File: src/ssp_pkg.sv
// shared constants and types of the synchronous serial port
package ssp_pkg;

	// data path and buffer shape
	localparam int DATA_W      = 16;
	localparam int FIFO_DEPTH  = 8;
	localparam int HALF_DEPTH  = FIFO_DEPTH / 2;

	// frame size field holds bits minus one; smallest frame is four bits
	localparam logic [3:0] SIZE_M1_MIN = 4'h3;
	localparam logic [4:0] BITS_FULL   = 5'h10;

	// command-response framing: control byte plus one turnaround bit
	localparam int         CTRL_BITS     = 8;
	localparam int         CMD_WAIT_BITS = 1;
	localparam logic [4:0] CMD_SKIP      = 5'(CTRL_BITS + CMD_WAIT_BITS);

	// tail of an spi or command frame, in half serial periods
	localparam logic [1:0] TAIL_HALVES = 2'h2;

	// receive timeout, in serial bit periods, and as divider half-period ticks
	localparam int TIMEOUT_BIT_PERIODS = 32;
	localparam int TIMEOUT_TICKS       = 2 * TIMEOUT_BIT_PERIODS;

	// frame formats
	typedef enum logic [1:0] {
		FMT_SPI   = 2'h0,
		FMT_PULSE = 2'h1,
		FMT_CMD   = 2'h2
	} ssp_fmt_t;

	// master sequencer, gray coded along idle-lead-shift-tail
	typedef enum logic [1:0] {
		ST_IDLE  = 2'b00,
		ST_LEAD  = 2'b01,
		ST_SHIFT = 2'b11,
		ST_TAIL  = 2'b10
	} ssp_state_t;

	// static configuration
	typedef struct packed {
		logic       enable;
		logic       master;
		ssp_fmt_t   fmt;
		logic [3:0] size_m1;
		logic       clock_polarity;
		logic       clock_phase;
	} ssp_cfg_t;

	// one bit per interrupt source
	typedef struct packed {
		logic overrun;
		logic timeout;
		logic rx_service;
		logic tx_service;
	} ssp_irq_t;

endpackage

File: src/ssp_fifo.sv
// eight by sixteen first-in first-out buffer with a view of the slot about to be overwritten
`timescale 1ns/1ps
module ssp_fifo #(
	parameter int WIDTH = 16,
	parameter int DEPTH = 8
) (
	// clock and reset
	input  wire logic                     clk_sys_i,
	input  wire logic                     rst_i,
	// fill side
	input  wire logic                     push_i,
	input  wire logic [WIDTH-1:0]         push_data_i,
	// drain side
	input  wire logic                     pop_i,
	output logic      [WIDTH-1:0]         head_o,
	// word written DEPTH writes ago, zero until that many writes happened
	output logic      [WIDTH-1:0]         aged_o,
	// fill state
	output logic                          full_o,
	output logic                          empty_o,
	output logic      [$clog2(DEPTH):0]   count_o
);

	localparam int AW = $clog2(DEPTH);

	logic [WIDTH-1:0] mem_q [DEPTH];
	logic [AW-1:0]    wptr_q;
	logic [AW-1:0]    rptr_q;
	logic [AW:0]      cnt_q;
	logic             do_push;
	logic             do_pop;

	// refused requests leave the buffer untouched; depth must be a power of two
	assign do_push = push_i & ~full_o;
	assign do_pop  = pop_i & ~empty_o;

	// storage is cleared at reset so that the aged view starts at zero
	always_ff @(posedge clk_sys_i) begin
		if (rst_i) begin
			for (int i = 0; i < DEPTH; i++) begin
				mem_q[i] <= '0;
			end
		end else if (do_push) begin
			mem_q[wptr_q] <= push_data_i;
		end
	end

	// pointers and fill count
	always_ff @(posedge clk_sys_i) begin
		if (rst_i) begin
			wptr_q <= '0;
			rptr_q <= '0;
			cnt_q  <= '0;
		end else begin
			if (do_push) begin
				wptr_q <= wptr_q + 1'b1;
			end
			if (do_pop) begin
				rptr_q <= rptr_q + 1'b1;
			end
			if (do_push & ~do_pop) begin
				cnt_q <= cnt_q + 1'b1;
			end else if (do_pop & ~do_push) begin
				cnt_q <= cnt_q - 1'b1;
			end
		end
	end

	assign head_o  = mem_q[rptr_q];
	assign aged_o  = mem_q[wptr_q];
	assign full_o  = (cnt_q == (AW+1)'(DEPTH));
	assign empty_o = (cnt_q == '0);
	assign count_o = cnt_q;

endmodule

File: src/ssp_clkdiv.sv
// two-stage serial clock divider giving one enable pulse per half serial period
`timescale 1ns/1ps
module ssp_clkdiv (
	// clock and reset
	input  wire logic       clk_sys_i,
	input  wire logic       rst_i,
	// divider setup
	input  wire logic       run_i,
	input  wire logic [7:0] prescale_divisor_i,
	input  wire logic [7:0] serial_clock_rate_i,
	// half-period enable
	output logic            tick_o
);

	logic [6:0] pre_cnt_q;
	logic [6:0] pre_last;
	logic [7:0] rate_cnt_q;

	// even prescale: half of it per half period, bit zero ignored, at least two
	assign pre_last = (prescale_divisor_i[7:1] == 7'h0) ? 7'h0
		: prescale_divisor_i[7:1] - 7'h1;

	// first stage gates the second; the second divides by one plus the rate field
	always_ff @(posedge clk_sys_i) begin
		if (rst_i | ~run_i) begin
			pre_cnt_q  <= '0;
			rate_cnt_q <= '0;
			tick_o     <= 1'b0;
		end else begin
			tick_o <= 1'b0;
			if (pre_cnt_q == pre_last) begin
				pre_cnt_q <= '0;
				if (rate_cnt_q == serial_clock_rate_i) begin
					rate_cnt_q <= '0;
					tick_o     <= 1'b1;
				end else begin
					rate_cnt_q <= rate_cnt_q + 8'h01;
				end
			end else begin
				pre_cnt_q <= pre_cnt_q + 7'h01;
			end
		end
	end

endmodule

File: src/ssp_sync_serial_port.sv
// synchronous serial port: fifos, frame sequencer, slave front end and interrupt status
// Functional notes
// - separate eight-deep sixteen-bit transmit and receive fifos, first in first out
// - frame length programmable from four to sixteen bits
// - first divider stage divides system clock by even prescale two to 254
// - second stage divides further by one plus the rate field, 1 to 256
// - slave sends on every transfer; empty fifo resends word written eight writes ago
// - slave with empty fifo sends zero until eight words have been written
// - transmit fifo empty raises interrupt or dma request
// - data write pushes transmit fifo; data read pops receive fifo
// - four conditions: tx service, rx service, rx timeout, rx overrun
// - enabled conditions are ored onto one interrupt output
// - each source has a mask bit; one enables it
// - raw and masked status of every source are readable
// - frames go out most significant bit first
// - three formats: frame pulse, spi, half-duplex command-response
// - serial clock parked inactive when idle, toggles only during a frame
// - timeout flagged when rx fifo holds data after serial clock idle period
// - spi and command formats hold frame select low for the whole frame
// - frame pulse format raises frame line one period before each frame
// - frame pulse format drives data on rising, samples on falling edge
// - command format sends eight control bits first, ignoring input meanwhile
// - spi polarity low parks clock low, high parks it high
// - spi phase low captures on first edge, high on second edge
// - frame pulse format idles clock and frame low, transmit line tristated
`timescale 1ns/1ps
module ssp_sync_serial_port #(
	parameter int DATA_W     = ssp_pkg::DATA_W,
	parameter int FIFO_DEPTH = ssp_pkg::FIFO_DEPTH
) (
	// clock and reset
	input  wire logic                   clk_sys_i,
	input  wire logic                   rst_i,
	// configuration
	input  wire ssp_pkg::ssp_cfg_t      cfg_i,
	input  wire logic [7:0]             prescale_divisor_i,
	input  wire logic [7:0]             serial_clock_rate_i,
	input  wire ssp_pkg::ssp_irq_t      irq_mask_i,
	input  wire ssp_pkg::ssp_irq_t      irq_clear_i,
	// data register
	input  wire logic                   data_wr_i,
	input  wire logic [DATA_W-1:0]      data_wr_data_i,
	input  wire logic                   data_rd_i,
	output logic      [DATA_W-1:0]      data_rd_data_o,
	// status and requests
	output ssp_pkg::ssp_irq_t           raw_irq_o,
	output ssp_pkg::ssp_irq_t           masked_irq_o,
	output logic                        irq_o,
	output logic                        tx_dma_req_o,
	output logic                        busy_o,
	// serial pins
	input  wire logic                   serial_clock_pin_i,
	output logic                        serial_clock_pin_o,
	output logic                        serial_clock_pin_oe_o,
	input  wire logic                   frame_select_pin_i,
	output logic                        frame_select_pin_o,
	output logic                        frame_select_pin_oe_o,
	input  wire logic                   serial_in_pin_i,
	output logic                        serial_out_pin_o,
	output logic                        serial_out_pin_oe_o
);

	localparam int CW = $clog2(FIFO_DEPTH) + 1;

	ssp_pkg::ssp_state_t state_q;
	logic [1:0]          half_cnt_q;
	logic                sclk_q;
	logic                fss_q;
	logic [DATA_W-1:0]   tx_sh_q;
	logic [DATA_W-1:0]   rx_sh_q;
	logic [4:0]          cap_cnt_q;
	logic                slv_act_q;
	logic [6:0]          to_cnt_q;
	logic                ovr_q;
	logic                to_q;
	// pin synchronisers
	logic                sclk_s1_q, sclk_s2_q, sclk_s3_q;
	logic                fss_s1_q, fss_s2_q, fss_s3_q;
	logic                sin_s1_q, sin_s2_q;

	// fifo and divider hookup
	logic [DATA_W-1:0]   tx_head, tx_aged, rx_head;
	logic                tx_full, tx_empty, rx_full, rx_empty;
	logic [CW-1:0]       tx_count, rx_count;
	logic                tx_pop, rx_push, rx_pop, tick;

	// decoded configuration
	logic                master, slave, is_pulse, is_cmd, pol_eff, pha_eff;
	logic [3:0]          size_m1;
	logic [4:0]          word_bits, frame_bits;
	logic [DATA_W-1:0]   word_mask, tx_load, tx_word;
	logic                m_start, m_edge, s_rise, s_fall, s_fss_rise, s_fss_fall;
	logic                s_active, s_edge, ser_edge, lead, cap_ev, launch_ev;
	logic                word_done, slv_load;
	logic [4:0]          cap_cnt_d;
	logic [DATA_W-1:0]   rx_sh_d;
	ssp_pkg::ssp_irq_t   raw_c;

	// both buffers, eight by sixteen
	ssp_fifo #(.WIDTH(DATA_W), .DEPTH(FIFO_DEPTH)) u_tx_fifo (
		.clk_sys_i   (clk_sys_i),
		.rst_i       (rst_i),
		.push_i      (data_wr_i),
		.push_data_i (data_wr_data_i),
		.pop_i       (tx_pop),
		.head_o      (tx_head),
		.aged_o      (tx_aged),
		.full_o      (tx_full),
		.empty_o     (tx_empty),
		.count_o     (tx_count)
	);

	ssp_fifo #(.WIDTH(DATA_W), .DEPTH(FIFO_DEPTH)) u_rx_fifo (
		.clk_sys_i   (clk_sys_i),
		.rst_i       (rst_i),
		.push_i      (rx_push),
		.push_data_i (rx_sh_d & word_mask),
		.pop_i       (rx_pop),
		.head_o      (rx_head),
		.aged_o      (),
		.full_o      (rx_full),
		.empty_o     (rx_empty),
		.count_o     (rx_count)
	);

	ssp_clkdiv u_clkdiv (
		.clk_sys_i           (clk_sys_i),
		.rst_i               (rst_i),
		.run_i               (cfg_i.enable),
		.prescale_divisor_i  (prescale_divisor_i),
		.serial_clock_rate_i (serial_clock_rate_i),
		.tick_o              (tick)
	);

	// configuration decode; frame pulse and command formats use fixed edges
	assign master     = cfg_i.enable & cfg_i.master;
	assign slave      = cfg_i.enable & ~cfg_i.master;
	assign is_pulse   = (cfg_i.fmt == ssp_pkg::FMT_PULSE);
	assign is_cmd     = (cfg_i.fmt == ssp_pkg::FMT_CMD);
	assign pol_eff    = (cfg_i.fmt == ssp_pkg::FMT_SPI) & cfg_i.clock_polarity;
	assign pha_eff    = is_pulse | ((cfg_i.fmt == ssp_pkg::FMT_SPI) & cfg_i.clock_phase);
	assign size_m1    = (cfg_i.size_m1 < ssp_pkg::SIZE_M1_MIN) ? ssp_pkg::SIZE_M1_MIN
		: cfg_i.size_m1;
	assign word_bits  = {1'b0, size_m1} + 5'h01;
	assign frame_bits = is_cmd & master ? word_bits + ssp_pkg::CMD_SKIP : word_bits;
	assign word_mask  = {DATA_W{1'b1}} >> (ssp_pkg::BITS_FULL - word_bits);

	// slave reuses the aged slot when software fell behind
	assign tx_word = (slave & tx_empty) ? tx_aged : tx_head;
	// left align so the top bit leaves first; command sends only its control byte
	assign tx_load = is_cmd & master
		? {tx_word[ssp_pkg::CTRL_BITS-1:0], {(DATA_W-ssp_pkg::CTRL_BITS){1'b0}}}
		: DATA_W'(tx_word << (ssp_pkg::BITS_FULL - word_bits));

	// pin edge detection looks only at the second and third synchroniser stages
	assign s_rise     = sclk_s2_q & ~sclk_s3_q;
	assign s_fall     = ~sclk_s2_q & sclk_s3_q;
	assign s_fss_rise = fss_s2_q & ~fss_s3_q;
	assign s_fss_fall = ~fss_s2_q & fss_s3_q;
	assign s_active   = slave & (is_pulse ? slv_act_q : ~fss_s2_q);

	// one edge event from whichever side owns the serial clock
	assign m_start   = master & (state_q == ssp_pkg::ST_IDLE) & ~tx_empty;
	assign m_edge    = master & (state_q == ssp_pkg::ST_SHIFT) & tick;
	assign s_edge    = s_active & (s_rise | s_fall);
	assign ser_edge  = m_edge | s_edge;
	assign lead      = master ? (sclk_q == pol_eff) : (pol_eff ? s_fall : s_rise);
	assign cap_ev    = ser_edge & (lead ^ pha_eff);
	assign launch_ev = ser_edge & ~(lead ^ pha_eff) & (cap_cnt_q != 5'h00);
	assign cap_cnt_d = cap_cnt_q + 5'h01;
	assign word_done = cap_ev & (cap_cnt_d == frame_bits);

	// control byte and turnaround bit are not shifted into the receive word
	assign rx_sh_d = (is_cmd & master & (cap_cnt_q < ssp_pkg::CMD_SKIP)) ? rx_sh_q
		: {rx_sh_q[DATA_W-2:0], sin_s2_q};

	// a full receive fifo refuses the word, which is then lost
	assign rx_push  = word_done;
	assign rx_pop   = data_rd_i & ~rx_empty;
	assign slv_load = slave & ((is_pulse ? s_fss_rise : s_fss_fall)
		| (word_done & ~is_pulse & ~fss_s2_q));
	assign tx_pop   = m_start | (slv_load & ~tx_empty);

	// input synchronisers for every pin that enters from outside: three stages for clock and frame select, two for serial data in
	always_ff @(posedge clk_sys_i) begin
		if (rst_i) begin
			sclk_s1_q <= 1'b0;
			sclk_s2_q <= 1'b0;
			sclk_s3_q <= 1'b0;
			fss_s1_q  <= 1'b1;
			fss_s2_q  <= 1'b1;
			fss_s3_q  <= 1'b1;
			sin_s1_q  <= 1'b0;
			sin_s2_q  <= 1'b0;
		end else begin
			sclk_s1_q <= serial_clock_pin_i;
			sclk_s2_q <= sclk_s1_q;
			sclk_s3_q <= sclk_s2_q;
			fss_s1_q  <= frame_select_pin_i;
			fss_s2_q  <= fss_s1_q;
			fss_s3_q  <= fss_s2_q;
			sin_s1_q  <= serial_in_pin_i;
			sin_s2_q  <= sin_s1_q;
		end
	end

	// master sequencer: serial clock and frame line
	always_ff @(posedge clk_sys_i) begin
		if (rst_i) begin
			state_q    <= ssp_pkg::ST_IDLE;
			half_cnt_q <= 2'h0;
			sclk_q     <= 1'b0;
			fss_q      <= 1'b1;
		end else if (~master) begin
			state_q    <= ssp_pkg::ST_IDLE;
			half_cnt_q <= 2'h0;
			sclk_q     <= pol_eff;
			fss_q      <= ~is_pulse;
		end else begin
			unique case (state_q)
				ssp_pkg::ST_IDLE: begin
					sclk_q <= pol_eff;
					fss_q  <= ~is_pulse;
					if (m_start) begin
						state_q <= ssp_pkg::ST_LEAD;
						// pulse format opens its frame pulse on a rising edge
						sclk_q  <= is_pulse;
						fss_q   <= is_pulse;
					end
				end
				ssp_pkg::ST_LEAD: begin
					if (tick) begin
						state_q <= ssp_pkg::ST_SHIFT;
						if (is_pulse) begin
							sclk_q <= 1'b0;
						end
					end
				end
				ssp_pkg::ST_SHIFT: begin
					if (tick) begin
						sclk_q <= ~sclk_q;
						// frame pulse drops one full period after it rose
						if (is_pulse) begin
							fss_q <= 1'b0;
						end
						if ((cap_cnt_q == frame_bits) & (~sclk_q == pol_eff)) begin
							state_q    <= is_pulse ? ssp_pkg::ST_IDLE : ssp_pkg::ST_TAIL;
							half_cnt_q <= 2'h0;
						end
					end
				end
				ssp_pkg::ST_TAIL: begin
					// select stays low one serial period after the clock returns to its idle level
					if (tick) begin
						half_cnt_q <= half_cnt_q + 2'h1;
						if (half_cnt_q == ssp_pkg::TAIL_HALVES - 2'h1) begin
							state_q <= ssp_pkg::ST_IDLE;
							fss_q   <= 1'b1;
						end
					end
				end
			endcase
		end
	end

	// shift registers and bit counter shared by master and slave
	always_ff @(posedge clk_sys_i) begin
		if (rst_i) begin
			tx_sh_q   <= '0;
			rx_sh_q   <= '0;
			cap_cnt_q <= 5'h00;
		end else if (m_start | slv_load) begin
			tx_sh_q   <= tx_load;
			cap_cnt_q <= 5'h00;
		end else if (slave & ~s_active) begin
			cap_cnt_q <= 5'h00;
		end else begin
			if (cap_ev) begin
				rx_sh_q   <= rx_sh_d;
				cap_cnt_q <= cap_cnt_d;
			end
			if (launch_ev & (cap_cnt_q < frame_bits)) begin
				tx_sh_q <= {tx_sh_q[DATA_W-2:0], 1'b0};
			end
		end
	end

	// pulse-format slave is framed by the pulse falling, closed by the last bit
	always_ff @(posedge clk_sys_i) begin
		if (rst_i | ~slave | ~is_pulse) begin
			slv_act_q <= 1'b0;
		end else if (s_fss_fall) begin
			slv_act_q <= 1'b1;
		end else if (word_done) begin
			slv_act_q <= 1'b0;
		end
	end

	// idle time counter, counted in half serial periods of the programmed rate
	always_ff @(posedge clk_sys_i) begin
		if (rst_i | rx_empty | ser_edge | (state_q != ssp_pkg::ST_IDLE) | s_active) begin
			to_cnt_q <= 7'h00;
		end else if (tick & (to_cnt_q != 7'(ssp_pkg::TIMEOUT_TICKS))) begin
			to_cnt_q <= to_cnt_q + 7'h01;
		end
	end

	// sticky status; a new event in the clearing cycle wins over the clear
	always_ff @(posedge clk_sys_i) begin
		if (rst_i) begin
			ovr_q <= 1'b0;
			to_q  <= 1'b0;
		end else begin
			if (rx_push & rx_full) begin
				ovr_q <= 1'b1;
			end else if (irq_clear_i.overrun) begin
				ovr_q <= 1'b0;
			end
			if (tick & (to_cnt_q == 7'(ssp_pkg::TIMEOUT_TICKS - 1))) begin
				to_q <= 1'b1;
			end else if (irq_clear_i.timeout) begin
				to_q <= 1'b0;
			end
		end
	end

	// raw conditions: tx fifo at or below half, rx fifo at or past half, plus the sticky flags
	always_comb begin
		raw_c            = '0;
		raw_c.tx_service = (tx_count <= CW'(ssp_pkg::HALF_DEPTH));
		raw_c.rx_service = (rx_count >= CW'(ssp_pkg::HALF_DEPTH));
		raw_c.timeout    = to_q;
		raw_c.overrun    = ovr_q;
	end

	// status outputs, all one cycle behind the conditions
	always_ff @(posedge clk_sys_i) begin
		if (rst_i) begin
			raw_irq_o    <= '0;
			masked_irq_o <= '0;
			irq_o        <= 1'b0;
			tx_dma_req_o <= 1'b0;
			busy_o       <= 1'b0;
		end else begin
			raw_irq_o    <= raw_c;
			masked_irq_o <= raw_c & irq_mask_i;
			irq_o        <= |(raw_c & irq_mask_i);
			tx_dma_req_o <= cfg_i.enable & tx_empty;
			busy_o       <= (state_q != ssp_pkg::ST_IDLE) | s_active | ~tx_empty;
		end
	end

	// read data register is loaded by the popping read
	always_ff @(posedge clk_sys_i) begin
		if (rst_i) begin
			data_rd_data_o <= '0;
		end else if (rx_pop) begin
			data_rd_data_o <= rx_head;
		end
	end

	// pin drive enables; a slave never drives clock or frame select
	always_ff @(posedge clk_sys_i) begin
		if (rst_i) begin
			serial_clock_pin_oe_o <= 1'b0;
			frame_select_pin_oe_o <= 1'b0;
			serial_out_pin_oe_o   <= 1'b0;
		end else begin
			serial_clock_pin_oe_o <= master;
			frame_select_pin_oe_o <= master;
			if (master) begin
				// pulse format floats data between frames, others hold it driven
				serial_out_pin_oe_o <= ~is_pulse | (state_q != ssp_pkg::ST_IDLE);
			end else begin
				serial_out_pin_oe_o <= s_active;
			end
		end
	end

	assign serial_clock_pin_o = sclk_q;
	assign frame_select_pin_o = fss_q;
	assign serial_out_pin_o   = tx_sh_q[DATA_W-1];

endmodule

File: config.mk
export PLATFORM = sky130hd
export DESIGN_NAME = ssp_sync_serial_port
export DESIGN_NICKNAME = d
export VERILOG_FILES = /design/src/ssp_pkg.sv /design/src/ssp_fifo.sv /design/src/ssp_clkdiv.sv /design/src/ssp_sync_serial_port.sv
export SDC_FILE = /design/constraint.sdc
export NUM_CORES = 1
export LEC_CHECK = 0
export BUFFER_PORTS_ARGS = -buffer_cell sky130_fd_sc_hd__buf_2
export CORE_MARGIN = 2
export CORE_UTILIZATION = 45
export CTS_CLUSTER_SIZE = 16
export DETAILED_ROUTE_END_ITERATION = 12
export GPL_ROUTABILITY_DRIVEN = 0
export PLACE_DENSITY = 0.61
export SLEW_MARGIN = 20
export SYNTH_ARGS = -nofsm -noshare
export SYNTH_HDL_FRONTEND = slang
export SYNTH_SLANG_ARGS = --single-unit
File: constraint.sdc
create_clock -name clk_sys_i -period 5 [get_ports clk_sys_i]
set_input_delay 1 -clock clk_sys_i [delete_from_list [all_inputs] [get_ports clk_sys_i]]
set_output_delay 1 -clock clk_sys_i [all_outputs]
set_load 0.01 [all_outputs]
==> results.toml <==
[worst_setup_path]
reg2reg_depth = 8
slowest_delay_ns = 0.55
path_cells = "buf_2 -> o21bai_1 -> inv_1 -> ha_1 -> a21oi_1 -> a311oi_1 -> or4_1 -> and4_4 -> o211a_2 -> a21oi_4 -> nor2_1 -> inv_1 -> ha_1 -> inv_1 -> ha_1 -> a21o_1 -> a21oi_1 -> xnor2_1 -> or3_1 -> a21oi_1"
rrSetupSlack_ns = 1.45
path_depth = 20
cp-startpoint = "cfg_i[5]"
crit_required_ns = 5.51
cp_slowest_cell = "or4_1"
path_delay_family = "compound AO/OA/AOI/OAI gates"
critPathKind = "input port to register"
critPathBufInv = 4
arrival_ns = 4.82
worstSetupStartpointType = "input port"
crit_end = "u_tx_fifo.count_o[3]"
cp-end-kind = "register"
r2r_end = "tx_sh_q[14]"
path_max_fanout = 4

[clock_network]
cts_root_buf = "clkbuf_16"
cts_buffers = 44
cts_hold_buf = 0
cts.sinks = 388
htree_num_levels = 2
tritoncts = "built"
post_cts_resized = 0
cts_buffer_depth = 3
clk_pin_slew_worst_paths_ns = 0.06
worstSkewPairLatency_ns = 0.59
post_cts_buffers = 0

[final_layout]
finalNonFillerCells = 2481
drive_gt1_frac = 0.187
fillers = 3884
antenna_cells = 0
syn2layout_area_growth_pct = 13.4
nets = 1939

[logic_synthesis]
ys_ff_latch = 388
synth_cell_types = 85
ys_seq_area_frac = 0.514
synthFlopType = "edfxtp_1"
yosys-top-cells-count = "nor2_1, edfxtp_1, and2_1, dfxtp_1, mux2i_1"
async_flop_share = 0
netlist_area_um2 = 20100
synth_top_cell_area_share = 0.382
synthTopCellsByArea = "edfxtp_1, dfxtp_1, mux4_2, mux2i_1, nor2_1"
synth_top_area_cell = "edfxtp_1"
syn_avg_cell_area_um2 = 11.4
mappedNetlistNets = 1852
syn_inst = 1766
synth_edf_count = 256
ys.warnings.count = 0
synth.most_common_cell = "nor2_1"

[power]
powerDensity_nw_per_um2 = 409
power.total_mw = 9.32
p_leak_nw = 8.06
ir_drop_mv = 0.308

[die]
start_util = 0.456
core_um2 = 44100
die_area_um2 = 46400
ios = 90
fp.dieH_um = 215
placementRows = 77
die_w_um = 215

[grt]
grt_max_degree = 76
gr-total-overflow = 0
grt_use_total = 0.227
grt_pass1_vias = 14000
antenna_found_initial = 2
grt_pass1_wl_um = 81600

[routing]
wire_per_inst_um = 21.2
drt_wl_total_um = 52500
num_vias = 14200
drt-pass1-iter-count = 5
vias_per_cell = 5.71
drc_errors = 0
dr.first_iter.drc_count = 1356
ant_nets = 0

[timing]
finalHoldViolations = 0
rsz0062_at_grt = "false"
whs_ns = 0.420
fin_setup_tns_ns = 0
timing.final.ws_setup_ns = 0.694
fin_crit_sh = 0.861
max_freq_mhz = 232
setup_viol = 0
relSlewSlack = 0.304
slew_violations = 0
skew_ns = 0.0354
fin_crit_ns = 4.31
worst_slew_pin_slew_ns = 1.04

[placed_design]
place_inst = 2399
dp_slack_ns = 0.164
placement.io_buffers = 86
dp_hpwl_um = 34800

[run_status]
outcome = "finished clean"

[run]
cap_viol_max_count = 0

[min_path]
holdCritPathClass = "register to register"
==> worst reg2reg max path, cell delays in order, from the launching register on <==
cell      delay (ns)
dfxtp_1         0.98
mux4_2          0.68
mux2_2          0.28
a22oi_1         0.18
o211ai_1        0.20
o311ai_0        0.64
nor4_1          0.11
nor2_1          0.21
a221oi_1        0.10
==> state kept, by name, summed over array words and instances, names as in the netlist, 5 cells and up, named ones only <==
register / cells
u_clkdiv.pre_cnt_q: 7
to_cnt_q: 7
u_tx_fifo.mem_q: 128
data_rd_data_o: 16
u_clkdiv.rate_cnt_q: 8
tx_sh_q: 16
cap_cnt_q: 5
rx_sh_q: 16
u_rx_fifo.mem_q: 128
==> area by class of cell <==
class	instances	area (um2)	area share
clock buffers	61	1250	0.0547
well taps	592	741	0.0325
flip-flops and latches	388	10300	0.453
inverters	29	109	0.00478
multi-input cells	1238	9150	0.401
repair buffers	152	966	0.0424
clock inverters	21	248	0.0109
==> metal layers <==
metal	part of all wire	global-route usage
met1	0.43	0.305
met2	0.47	0.373
met3	0.064	0.0419
met4	0.029	0.0754
met5	0.00025	0
==> power breakdown <==
| group | switching (mW) | internal, mW |
|---|---|---|
| registers | 0.234 | 3.68 |
| clock network | 1.33 | 1.96 |
| logic | 1.24 | 0.883 |
==> layout by cell type, fill, tap and decap left out, types with 13 or more instances in the layout <==
cell / netlist / final
a21oi_1: 64 / 64
inv_1: 28 / 28
ha_1: 27 / 27
mux2i_1: 122 / 122
o21ai_0: 31 / 31
nor2b_1: 27 / 26
buf_4: 12 / 64
or3_1: 13 / 13
a22oi_1: 32 / 32
buf_2: 38 / 85
clkbuf_16: 0 / 45
nand2b_1: 23 / 23
nand3_1: 40 / 40
dfxtp_1: 132 / 129
nor2_1: 265 / 265
xor2_1: 27 / 27
or2_2: 13 / 13
nand4_1: 13 / 13
edfxtp_1: 256 / 256
nor3_1: 25 / 23
and2_1: 143 / 143
mux2_2: 21 / 21
a211oi_1: 31 / 31
xnor2_1: 24 / 24
mux4_2: 66 / 66
nand2_1: 65 / 65
==> worst min path at each step <==
stage,to,slack (ns),start,depth (start not counted)
5_1_grt,fss_s2_q,0.44,fss_s1_q,1
3_5_place_dp,fss_s2_q,0.41,fss_s1_q,1
3_3_place_gp,fss_s2_q,0.40,fss_s1_q,1
2_1_floorplan,fss_s2_q,0.39,fss_s1_q,1
6_report,fss_s2_q,0.42,fss_s1_q,1
4_1_cts,fss_s2_q,0.43,fss_s1_q,1
==> cell families (layout without fill, tap and decap cells) <==
logic type	after synthesis	count (layout)	share of synthesized area
xor+xnor	53	53	0.0245
flops	388	388	0.514
mux	209	209	0.146
buf+inv	140	263	0.0319
compound gates	254	254	0.0881
fa+ha+maj	29	29	0.0188
simple gates	693	693	0.176
==> metrics by stage <==
stage / util / cell area [um2]
floorplan: - / 20100
global route: 0.517 / 22800
global placement: 0.483 / 21300
detailed placement: 0.483 / 21300
CTS: 0.517 / 22800
finish: 0.517 / 22800
Power figures use the tool's default switching activity.
